**config.mk**
```make
export PLATFORM = sky130hd
export DESIGN_NAME = gql_top
export DESIGN_NICKNAME = d
export VERILOG_FILES = /design/src/hw/gql_pkg.sv /design/src/hw/gql_qual_if.sv /design/src/hw/gql_qualifier.sv /design/src/hw/gql_top.sv
export SDC_FILE = /design/constraint.sdc
export NUM_CORES = 1
export LEC_CHECK = 0
export BUFFER_PORTS_ARGS = -buffer_cell sky130_fd_sc_hd__buf_2
export CORE_MARGIN = 2
export CORE_UTILIZATION = 55
export CTS_CLUSTER_SIZE = 28
export DETAILED_ROUTE_END_ITERATION = 10
export PLACE_DENSITY = 0.76
export SLEW_MARGIN = 20
export SYNTH_ARGS = -nofsm -noshare
export SYNTH_HDL_FRONTEND = slang
export SYNTH_SLANG_ARGS = --single-unit
```
**constraint.sdc**
```tcl
create_clock -name i_ref_clk -period 2.6 [get_ports i_ref_clk]
set_input_delay 0.39 -clock i_ref_clk [delete_from_list [all_inputs] [get_ports i_ref_clk]]
set_output_delay 0.39 -clock i_ref_clk [all_outputs]
set_load 0.01 [all_outputs]
```
**src/hw/gql_pkg.sv**
```systemverilog
// constants and types shared by the input qualifier and low-power sequencer
package gql_pkg;
    // ------------------------------------------------------------------
    // pin grouping and qualification
    // ------------------------------------------------------------------
    localparam int unsigned NUM_PINS    = 16;
    localparam int unsigned GROUP_PINS  = 8;
    localparam int unsigned NUM_GROUPS  = NUM_PINS / GROUP_PINS;
    localparam int unsigned PERIOD_W    = 8;
    localparam int unsigned PCNT_W      = PERIOD_W + 1;
    localparam int unsigned SAMPLES_MAX = 6;
    localparam logic [PCNT_W-1:0]      PCNT_RST     = 9'h000;
    localparam logic [SAMPLES_MAX-1:0] SAMPLES_RST  = 6'h00;
    localparam logic                   QUAL_RST     = 1'b0;
    // ------------------------------------------------------------------
    // low-power entry and exit, counts in system clock cycles
    // ------------------------------------------------------------------
    localparam int unsigned ENT_W = 7;
    localparam logic [ENT_W-1:0] HOLD_SHORT   = 7'h10;  // 16 cycles
    localparam logic [ENT_W-1:0] HOLD_MID     = 7'h20;  // 32 cycles
    localparam logic [ENT_W-1:0] HOLD_LONG    = 7'h40;  // 64 cycles
    localparam logic [ENT_W-1:0] CLKOUT_LOW   = 7'h20;  // 32 cycles
    localparam logic [ENT_W-1:0] ENT_MAX      = 7'h7F;
    localparam int unsigned LAT_W = 11;
    localparam logic [LAT_W-1:0] LAT_IDLE_FAST = 11'h014;  // 20 cycles
    localparam logic [LAT_W-1:0] LAT_IDLE_SLOW = 11'h41A;  // 1050 cycles
    localparam logic [LAT_W-1:0] LAT_SB_FAST   = 11'h064;  // 100 cycles
    localparam logic [LAT_W-1:0] LAT_SB_SLOW   = 11'h465;  // 1125 cycles
    // ------------------------------------------------------------------
    // oscillator clock counts and low-power mode codes
    // ------------------------------------------------------------------
    localparam logic [2:0] OSC_GUARD    = 3'h4;
    localparam int unsigned WQ_W         = 7;
    localparam logic [WQ_W-1:0] SB_QUAL_BASE = 7'h02;
    localparam logic [1:0] MODE_IDLE    = 2'h1;
    localparam logic [1:0] MODE_STANDBY = 2'h2;
    // ------------------------------------------------------------------
    // sequencer states
    // ------------------------------------------------------------------
    typedef enum logic [2:0] {
        ST_RUN,
        ST_IDLE,
        ST_SB_HOLD,
        ST_STANDBY,
        ST_RESUME
    } gql_lpm_state_t;
endpackage

```
**src/hw/gql_qual_if.sv**
```systemverilog
// signals between the group sampler and one pin qualifier
`timescale 1ns/1ps
interface gql_qual_if;
    logic tick;
    logic six_sample;
    logic pin_raw;
    logic qualified;
    modport qual (input tick, input six_sample, input pin_raw, output qualified);
    modport ctrl (output tick, output six_sample, output pin_raw, input qualified);
endinterface

```
**src/hw/gql_qualifier.sv**
```systemverilog
// one pin: three-flop synchroniser, sample window and qualified level
`timescale 1ns/1ps
module gql_qualifier (
    // clock and reset
    input  wire logic      i_ref_clk,
    input  wire logic      i_rst_n,
    // group side
    gql_qual_if.qual       q
);
    // ------------------------------------------------------------------
    // state
    // ------------------------------------------------------------------
    logic [2:0]                       sync;
    logic [2:0]                       next_sync;
    logic                             level;
    logic                             next_level;
    logic [gql_pkg::SAMPLES_MAX-1:0]  samples;
    logic [gql_pkg::SAMPLES_MAX-1:0]  next_samples;
    logic                             qual;
    logic                             next_qual;

    // next values: sync, stable level, sample shift and agreement check
    always_comb begin
        next_sync    = {sync[1:0], q.pin_raw};
        next_level   = (sync[1] == sync[2]) ? sync[2] : level;
        next_samples = samples;
        next_qual    = qual;
        if (q.tick) begin
            next_samples = {samples[gql_pkg::SAMPLES_MAX-2:0], level};
            if (q.six_sample) begin
                if (&next_samples || ~|next_samples) begin
                    next_qual = next_samples[0];
                end
            end else if (&next_samples[2:0] || ~|next_samples[2:0]) begin
                next_qual = next_samples[0];
            end
        end
    end

    always_ff @(posedge i_ref_clk or negedge i_rst_n) begin
        if (!i_rst_n) begin
            sync    <= 3'h0;
            level   <= gql_pkg::QUAL_RST;
            samples <= gql_pkg::SAMPLES_RST;
            qual    <= gql_pkg::QUAL_RST;
        end else begin
            sync    <= next_sync;
            level   <= next_level;
            samples <= next_samples;
            qual    <= next_qual;
        end
    end

    assign q.qualified = qual;

    // ------------------------------------------------------------------
    // checks
    // ------------------------------------------------------------------
    property p_qual_agree;
        @(posedge i_ref_clk) disable iff (!i_rst_n)
        $changed(qual) |-> ($past(q.tick) &&
            (q.six_sample ? (samples == {6{qual}}) : (samples[2:0] == {3{qual}})));
    endproperty
    a_qual_agree: assert property (p_qual_agree) else $error("qualified moved without agreement");

    property p_qual_hold;
        @(posedge i_ref_clk) disable iff (!i_rst_n)
        !$past(q.tick) |-> $stable(qual);
    endproperty
    a_qual_hold: assert property (p_qual_hold) else $error("qualified moved off a sample tick");
endmodule

```
**src/hw/gql_top.sv**
```systemverilog
// input qualification for pin groups and low-power entry and wake sequencer
`timescale 1ns/1ps
module gql_top (
    // clock and reset
    input  wire logic                                                  i_ref_clk,
    input  wire logic                                                  i_rst_n,
    // pins and qualification setup
    input  wire logic [gql_pkg::NUM_PINS-1:0]                          i_gpio_pin,
    input  wire logic [gql_pkg::NUM_GROUPS*gql_pkg::PERIOD_W-1:0]      i_qual_period,
    input  wire logic [gql_pkg::NUM_PINS-1:0]                          i_qual_sample_select,
    output logic      [gql_pkg::NUM_PINS-1:0]                          o_gpio_qualified,
    // low-power control
    input  wire logic [1:0]                                            i_lpm_mode,
    input  wire logic                                                  i_idle_exec,
    input  wire logic [1:0]                                            i_clock_divider_select,
    input  wire logic [5:0]                                            i_standby_wake_qual,
    input  wire logic                                                  i_standby_qual_en,
    input  wire logic                                                  i_flash_sleep,
    input  wire logic                                                  i_wake_irq_en,
    // wake sources and oscillator clock
    input  wire logic [gql_pkg::NUM_PINS-1:0]                          i_wake_pin_mask,
    input  wire logic                                                  i_enabled_int,
    input  wire logic                                                  i_watchdog_interrupt,
    input  wire logic                                                  i_external_nonmaskable_int,
    input  wire logic                                                  i_reset_pin_n,
    input  wire logic                                                  i_oscillator_clock,
    // clock gates and status
    output logic                                                       o_system_clock_en,
    output logic                                                       o_periph_clock_en,
    output logic                                                       o_pll_watchdog_en,
    output logic                                                       o_clock_output_pin_en,
    output logic                                                       o_resume,
    output logic                                                       o_wake_irq
);
    // ------------------------------------------------------------------
    // group sample ticks and pin qualifiers
    // ------------------------------------------------------------------
    logic [gql_pkg::NUM_GROUPS-1:0] grp_tick;

    for (genvar g = 0; g < gql_pkg::NUM_GROUPS; g++) begin : g_grp
        logic [gql_pkg::PCNT_W-1:0]   pcnt;
        logic [gql_pkg::PCNT_W-1:0]   next_pcnt;
        logic [gql_pkg::PCNT_W-1:0]   last;
        logic [gql_pkg::PERIOD_W-1:0] per;
        logic                         tick;

        // tick when the divider wraps; period zero ticks every cycle
        always_comb begin
            per         = i_qual_period[g*gql_pkg::PERIOD_W +: gql_pkg::PERIOD_W];
            last        = {per, 1'b0} - 9'h001;
            tick        = (per == 8'h00) || (pcnt >= last);
            next_pcnt   = tick ? 9'h000 : pcnt + 9'h001;
        end
        assign grp_tick[g] = tick;

        always_ff @(posedge i_ref_clk or negedge i_rst_n) begin
            if (!i_rst_n) begin
                pcnt <= gql_pkg::PCNT_RST;
            end else begin
                pcnt <= next_pcnt;
            end
        end

        property p_tick_spacing;
            @(posedge i_ref_clk) disable iff (!i_rst_n)
            (grp_tick[g] && per == 8'h03 && $stable(per)) |=> !grp_tick[g] [*5] ##1 grp_tick[g];
        endproperty
        a_tick_spacing: assert property (p_tick_spacing) else $error("tick spacing wrong");
    end

    for (genvar p = 0; p < gql_pkg::NUM_PINS; p++) begin : g_pin
        gql_qual_if qif ();
        assign qif.tick        = grp_tick[p / gql_pkg::GROUP_PINS];
        assign qif.six_sample  = i_qual_sample_select[p];
        assign qif.pin_raw     = i_gpio_pin[p];
        assign o_gpio_qualified[p] = qif.qualified;
        gql_qualifier u_qual (
            .i_ref_clk (i_ref_clk),
            .i_rst_n   (i_rst_n),
            .q         (qif.qual)
        );
    end

    // ------------------------------------------------------------------
    // low-power sequencer
    // ------------------------------------------------------------------
    gql_pkg::gql_lpm_state_t         state;
    gql_pkg::gql_lpm_state_t         next_state;
    logic [2:0]                      osc_sync;
    logic [2:0]                      next_osc_sync;
    logic                            osc_lvl;
    logic                            next_osc_lvl;
    logic [gql_pkg::ENT_W-1:0]       ent_cnt;
    logic [gql_pkg::ENT_W-1:0]       next_ent_cnt;
    logic [2:0]                      guard_cnt;
    logic [2:0]                      next_guard_cnt;
    logic [gql_pkg::WQ_W-1:0]        wq_cnt;
    logic [gql_pkg::WQ_W-1:0]        next_wq_cnt;
    logic [gql_pkg::LAT_W-1:0]       lat_cnt;
    logic [gql_pkg::LAT_W-1:0]       next_lat_cnt;
    logic [gql_pkg::LAT_W-1:0]       lat_tgt;
    logic [gql_pkg::LAT_W-1:0]       next_lat_tgt;
    logic                            wake_irq;
    logic                            next_wake_irq;
    logic                            osc_rise;
    logic                            wake_req;
    logic                            armed;
    logic                            sb_wake;
    logic [gql_pkg::ENT_W-1:0]       hold_len;
    logic                            resume_done;

    // next values of the sequencer, its counters and the oscillator sampler
    always_comb begin
        next_osc_sync  = {osc_sync[1:0], i_oscillator_clock};
        next_osc_lvl   = (osc_sync[1] == osc_sync[2]) ? osc_sync[2] : osc_lvl;
        osc_rise       = next_osc_lvl && !osc_lvl;
        wake_req       = i_enabled_int || i_watchdog_interrupt
                       || i_external_nonmaskable_int || !i_reset_pin_n
                       || |(~o_gpio_qualified & i_wake_pin_mask);
        armed          = (guard_cnt >= gql_pkg::OSC_GUARD);
        sb_wake        = wake_req && armed && (!i_standby_qual_en
                       || wq_cnt >= gql_pkg::SB_QUAL_BASE + {1'b0, i_standby_wake_qual});
        case (i_clock_divider_select)
            2'h2:    hold_len = gql_pkg::HOLD_MID;
            2'h3:    hold_len = gql_pkg::HOLD_LONG;
            default: hold_len = gql_pkg::HOLD_SHORT;
        endcase
        resume_done    = (state == gql_pkg::ST_RESUME) && (lat_cnt >= lat_tgt - 11'h001);
        next_state     = state;
        next_ent_cnt   = (ent_cnt == gql_pkg::ENT_MAX) ? ent_cnt : ent_cnt + 7'h01;
        next_guard_cnt = (osc_rise && !armed) ? guard_cnt + 3'h1 : guard_cnt;
        next_wq_cnt    = !wake_req ? 7'h00
                       : (osc_rise && wq_cnt != 7'h7F) ? wq_cnt + 7'h01 : wq_cnt;
        next_lat_cnt   = lat_cnt + 11'h001;
        next_lat_tgt   = lat_tgt;
        next_wake_irq  = resume_done && i_wake_irq_en;
        case (state)
            gql_pkg::ST_RUN: begin
                next_guard_cnt = 3'h0;
                next_ent_cnt   = 7'h00;
                if (i_idle_exec && i_lpm_mode == gql_pkg::MODE_IDLE) begin
                    next_state = gql_pkg::ST_IDLE;
                end else if (i_idle_exec && i_lpm_mode == gql_pkg::MODE_STANDBY) begin
                    next_state = gql_pkg::ST_SB_HOLD;
                end
            end
            gql_pkg::ST_IDLE: begin
                if (wake_req && armed) begin
                    next_state   = gql_pkg::ST_RESUME;
                    next_lat_cnt = 11'h000;
                    next_lat_tgt = i_flash_sleep ? gql_pkg::LAT_IDLE_SLOW
                                                 : gql_pkg::LAT_IDLE_FAST;
                end
            end
            gql_pkg::ST_SB_HOLD: begin
                if (ent_cnt >= hold_len - 7'h01) begin
                    next_state = gql_pkg::ST_STANDBY;
                end
            end
            gql_pkg::ST_STANDBY: begin
                if (sb_wake) begin
                    next_state   = gql_pkg::ST_RESUME;
                    next_lat_cnt = 11'h000;
                    next_lat_tgt = i_flash_sleep ? gql_pkg::LAT_SB_SLOW
                                                 : gql_pkg::LAT_SB_FAST;
                end
            end
            gql_pkg::ST_RESUME: begin
                if (resume_done) begin
                    next_state = gql_pkg::ST_RUN;
                end
            end
            default: begin
                next_state = gql_pkg::ST_RUN;
            end
        endcase
    end

    always_ff @(posedge i_ref_clk or negedge i_rst_n) begin
        if (!i_rst_n) begin
            state     <= gql_pkg::ST_RUN;
            osc_sync  <= 3'h0;
            osc_lvl   <= 1'b0;
            ent_cnt   <= 7'h00;
            guard_cnt <= 3'h0;
            wq_cnt    <= 7'h00;
            lat_cnt   <= 11'h000;
            lat_tgt   <= gql_pkg::LAT_IDLE_FAST;
            wake_irq  <= 1'b0;
        end else begin
            state     <= next_state;
            osc_sync  <= next_osc_sync;
            osc_lvl   <= next_osc_lvl;
            ent_cnt   <= next_ent_cnt;
            guard_cnt <= next_guard_cnt;
            wq_cnt    <= next_wq_cnt;
            lat_cnt   <= next_lat_cnt;
            lat_tgt   <= next_lat_tgt;
            wake_irq  <= next_wake_irq;
        end
    end

    // clock gate and status outputs
    assign o_system_clock_en     = (state != gql_pkg::ST_STANDBY);
    assign o_periph_clock_en     = (state != gql_pkg::ST_STANDBY);
    assign o_pll_watchdog_en     = 1'b1;
    assign o_clock_output_pin_en = !(((state == gql_pkg::ST_SB_HOLD)
                                   || (state == gql_pkg::ST_STANDBY))
                                   && ent_cnt >= gql_pkg::CLKOUT_LOW);
    assign o_resume              = resume_done;
    assign o_wake_irq            = wake_irq;

    // ------------------------------------------------------------------
    // checks
    // ------------------------------------------------------------------
    property p_hold_short;
        @(posedge i_ref_clk) disable iff (!i_rst_n)
        ($rose(state == gql_pkg::ST_SB_HOLD) && i_clock_divider_select == 2'h0
            && $stable(i_clock_divider_select))
        |-> o_system_clock_en [*8] ##1 o_system_clock_en [*8] ##1 (state == gql_pkg::ST_STANDBY);
    endproperty
    a_hold_short: assert property (p_hold_short) else $error("hold length not 16");

    property p_clkout_low;
        @(posedge i_ref_clk) disable iff (!i_rst_n)
        $rose(state == gql_pkg::ST_SB_HOLD) |-> ##32
            (!o_clock_output_pin_en || state != gql_pkg::ST_STANDBY && state != gql_pkg::ST_SB_HOLD);
    endproperty
    a_clkout_low: assert property (p_clkout_low) else $error("clock output not low at 32");

    property p_periph_off;
        @(posedge i_ref_clk) disable iff (!i_rst_n)
        (state == gql_pkg::ST_STANDBY) |-> !o_periph_clock_en && o_pll_watchdog_en;
    endproperty
    a_periph_off: assert property (p_periph_off) else $error("standby clock gating wrong");

    property p_idle_fast;
        @(posedge i_ref_clk) disable iff (!i_rst_n)
        (state == gql_pkg::ST_IDLE && next_state == gql_pkg::ST_RESUME && !i_flash_sleep)
        |-> ##[1:20] o_resume;
    endproperty
    a_idle_fast: assert property (p_idle_fast) else $error("idle resume too slow");

    property p_sb_fast;
        @(posedge i_ref_clk) disable iff (!i_rst_n)
        (state == gql_pkg::ST_STANDBY && next_state == gql_pkg::ST_RESUME && !i_flash_sleep)
        |-> ##[1:100] o_resume;
    endproperty
    a_sb_fast: assert property (p_sb_fast) else $error("standby resume too slow");

    property p_idle_wake;
        @(posedge i_ref_clk) disable iff (!i_rst_n)
        (state == gql_pkg::ST_IDLE && armed && i_watchdog_interrupt)
        |=> (state == gql_pkg::ST_RESUME);
    endproperty
    a_idle_wake: assert property (p_idle_wake) else $error("watchdog did not wake idle");

    property p_guard;
        @(posedge i_ref_clk) disable iff (!i_rst_n)
        (state == gql_pkg::ST_IDLE && guard_cnt < 3'h4) |=> (state != gql_pkg::ST_RESUME);
    endproperty
    a_guard: assert property (p_guard) else $error("wake accepted inside guard");

    property p_irq_after;
        @(posedge i_ref_clk) disable iff (!i_rst_n)
        (o_resume && i_wake_irq_en) |=> o_wake_irq && (state == gql_pkg::ST_RUN);
    endproperty
    a_irq_after: assert property (p_irq_after) else $error("wake interrupt missing");

    c_idle_cycle: cover property (@(posedge i_ref_clk) disable iff (!i_rst_n)
        (state == gql_pkg::ST_IDLE) ##[1:50] o_resume);
    c_sb_cycle: cover property (@(posedge i_ref_clk) disable iff (!i_rst_n)
        (state == gql_pkg::ST_STANDBY) ##[1:200] o_resume);
    c_long_hold: cover property (@(posedge i_ref_clk) disable iff (!i_rst_n)
        (state == gql_pkg::ST_SB_HOLD && ent_cnt == 7'h3F));
endmodule

```
==> results.ini <==
[clock_network]
clk_pin_slew_ns=0.06
cts_tree=built
htree_num_levels=1
clk_path_buf_depth=3
clock-sinks=220
cts_buffers=23
root_buffer=clkbuf_16
clk_latency_ns=0.51

[floorplanning]
ios=107
rows=49
die_w_um=140
die_h_um=140
die-area_sq_um=19500
core_area_sq_um=18000
initial_core_util_pct=56.1

[synthesis]
avgSynthCellArea_sq_um=11.0
yosys_warnings=0
synth_compound_area_share_pct=7.02
synthAdderAreaFrac_pct=7.86
synth_xor_area_share_pct=4.41
synth.most_common_cell=dfrtp_1
synth_top_family_by_area=simple AND/OR/NAND/NOR gates
synth_common_cells=dfrtp_1 (218), nand2_1 (166), ha_1 (50), nor2_1 (50), nand3_1 (40)
synth_cell_types=58
yosys.area_share.simple_pct=16.6
ys_ff_latch=220
synthMuxAreaShare_pct=6.07
synth-seq-area-share_pct=54.4
synth_flop_cell=dfrtp_1
synth.top_cell.area_share_pct=53.9
synth-async-reset-ratio_pct=100
netlist_area_sq_um=10100
synthCells=918
synth_area_leader_cell=dfrtp_1
synth_edf_count=0
synthTopCellsByArea=dfrtp_1 (54%), ha_1 (6.2%), nand2_1 (6.2%)

[layout]
layout-drive-gt1-share_pct=21.7
nNetsFinal=1195
post-route-util_pct=66.9
areaGrowthSynthToFinish_pct=19.1
layout.cells.non_filler=1305
nFillCells=1394
antenna_cells=0
regArea_sq_um=5510
multi_input_area_sq_um=4290

[global_routing]
antenna_found_initial=0
grt_pass1_vias=6972
track_usage_pct=20.1
grt.met3_usage_pct=2.75
busiest_layer=met2
met1_usage_pct=28.7
grt_start_max_net_pins=83
grt_pass1_wl_um=33100
grt_use_met2_pct=33.1
grt_overflow=0

[drt]
routed_wl_um=19400
drt-initial-drc-count=438
dr.pass1.iters=7
drtAntennaViolNets=0
viasPerCell=5.41
wl_per_cell_um=14.9
via_count=7059
drc_errors=0

[placement]
dp.final_hpwl_um=13200
portBuffers=105
finalWeightedCongestion=0.855
dp_cells=1247

[run_status]
violations=setup timing
status=complete, but fails checks

[critical_path]
rr_startpoint=g_pin[9].u_qual.q.qualified
crit_type=flip-flop to output port
arrival_ns=2.78
r2r_cells=7
cp-startpoint=lat_tgt[3]
worstReg2RegEnd=state[0]
endpoint=o_resume
path_max_fanout=3
crit_path_start_kind=flip-flop
crit_path_end_kind=output port
crit_required_ns=2.21
reg2reg_slack_ns=0.24

[pwr]
power_density_nw_per_um2=987
total_power_w=0.0119
vdd.ir_drop.worst_mv=0.639
p_leak_nw=5.95

[timing]
skew_ns=0.00772
finalHoldViolCount=0
finalSetupViolations=1
rsz0062_at_grt=yes
slew_viol_final=0
finalCriticalPeriod_ns=3.17
fin_crit_sh_pct=122
worst_slack_ns=-0.574
clock.fmax_mhz=315

[flow_run]
max_cap_violations=0

[worst_hold_path]
min_path_type=input pin to flip-flop

-- final cells by class --
type                            instances  share of cell area, %
Multi-Input combinational cell        634                   35.6
Clock buffer                           34                   5.70
Clock inverter                          7                   1.15
Sequential cell                       220                   45.7
Inverter                               26                  0.810
Tap cell                              229                   2.38
Timing Repair Buffer                  155                   8.64
-- registers in the layout, indices dropped and copies added (netlist names) --
signal / cells
g_pin.u_qual.samples: 80
g_pin.u_qual.sync: 48
g_grp.pcnt: 18
g_pin.u_qual.level: 16
g_pin.u_qual.q.qualified: 16
lat_cnt: 11
ent_cnt: 7
wq_cnt: 7
lat_tgt: 6
guard_cnt: 3
osc_sync: 3
state: 3
o_wake_irq: 1
osc_lvl: 1
-- stage by stage --
step,setup TNS [ns],worst slack [ns],hold WS (ns),area [sq um]
after global placement,-10.66,-0.260,0.309,11000
after floorplan,-1.79,-0.0590,0.0944,10100
after CTS,-0.476,-0.476,0.0111,12000
after detailed placement,-12.89,-0.305,0.311,11000
after global routing,-0.654,-0.654,0.0147,12100
final,-0.574,-0.574,0.0303,12100
-- power by group --
part	leakage, nW	switching (W)	internal [W]
Clock	0.407	0.00129	0.00222
Combinational	2.77	0.00149	0.00158
Sequential	2.78	0.000994	0.00433
Total	5.95	0.00377	0.00812
-- placed cells by master (no fill, tap or decap), types with 5 or more instances in the layout --
master,n
dfrtp_1,218
nand2_1,166
buf_2,104
nor2_1,50
ha_1,49
nand3_1,40
o21ai_0,29
xor2_1,27
mux2_4,27
buf_4,26
inv_1,24
xnor2_1,23
clkbuf_16,23
nand4_1,22
nor3_1,21
a21oi_1,19
maj3_1,17
dlygate4sd3_1,17
o31ai_1,16
mux2_2,13
and2_1,12
and3_1,9
nor2b_1,9
nand2b_1,8
a31oi_1,7
clkbuf_8,7
buf_12,7
a211oi_1,5
o21ai_1,5
-- critical path, stage by stage, from the launching register on --
cell and delay [ns]:
dfrtp_1 0.40, inv_2 0.08, ha_2 0.19, nor4b_4 0.25, nor2_1 0.09, ha_1 0.32, a211oi_2 0.25, nor2_1 0.08
nor4_1 0.17, o21ai_1 0.17, nor2b_1 0.16, buf_2 0.13
-- what timing repair did --
| item | in CTS | in global routing |
|---|---|---|
| setup endpoints to repair | 1 | 1 |
| resized for setup | 3 | 7 |
| hold endpoints to repair | 60 | 0 |
| hold buffers | 17 | 0 |
| buffers inserted | 0 | 0 |
| pin swaps | 1 | 2 |
-- per-layer routing --
metal	share of wire, %	routed length, um	vias to the layer above
met4	2.3	441	0
met1	45	8750	3441
met3	4.1	799	33
li1	-	-	3448
met2	48	9410	137
met5	0	0	-
-- worst min path at each step --
stage / startpoint / end / slack, ns / cells after the start
2_1_floorplan: i_rst_n / ent_cnt[0] / 0.09 / 0
3_3_place_gp: i_rst_n / g_pin[8].u_qual.sync[0] / 0.31 / 1
3_5_place_dp: i_rst_n / g_pin[8].u_qual.sync[0] / 0.31 / 1
4_1_cts: i_gpio_pin[6] / g_pin[6].u_qual.sync[0] / 0.01 / 1
5_1_grt: i_gpio_pin[6] / g_pin[6].u_qual.sync[0] / 0.01 / 1
6_report: i_gpio_pin[6] / g_pin[6].u_qual.sync[0] / 0.03 / 1
-- logic make-up (layout without fill, tap and decap cells) --
family | Yosys count | in the layout
other | 1 | 2
AND/OR/NAND/NOR | 357 | 357
adder cells (fa/ha/maj) | 67 | 67
flip-flops | 220 | 220
multiplexers | 46 | 46
buffers and inverters | 65 | 222
XOR/XNOR | 51 | 51
AO/OA/AOI/OAI | 111 | 111
Power figures use the tool's default switching activity.
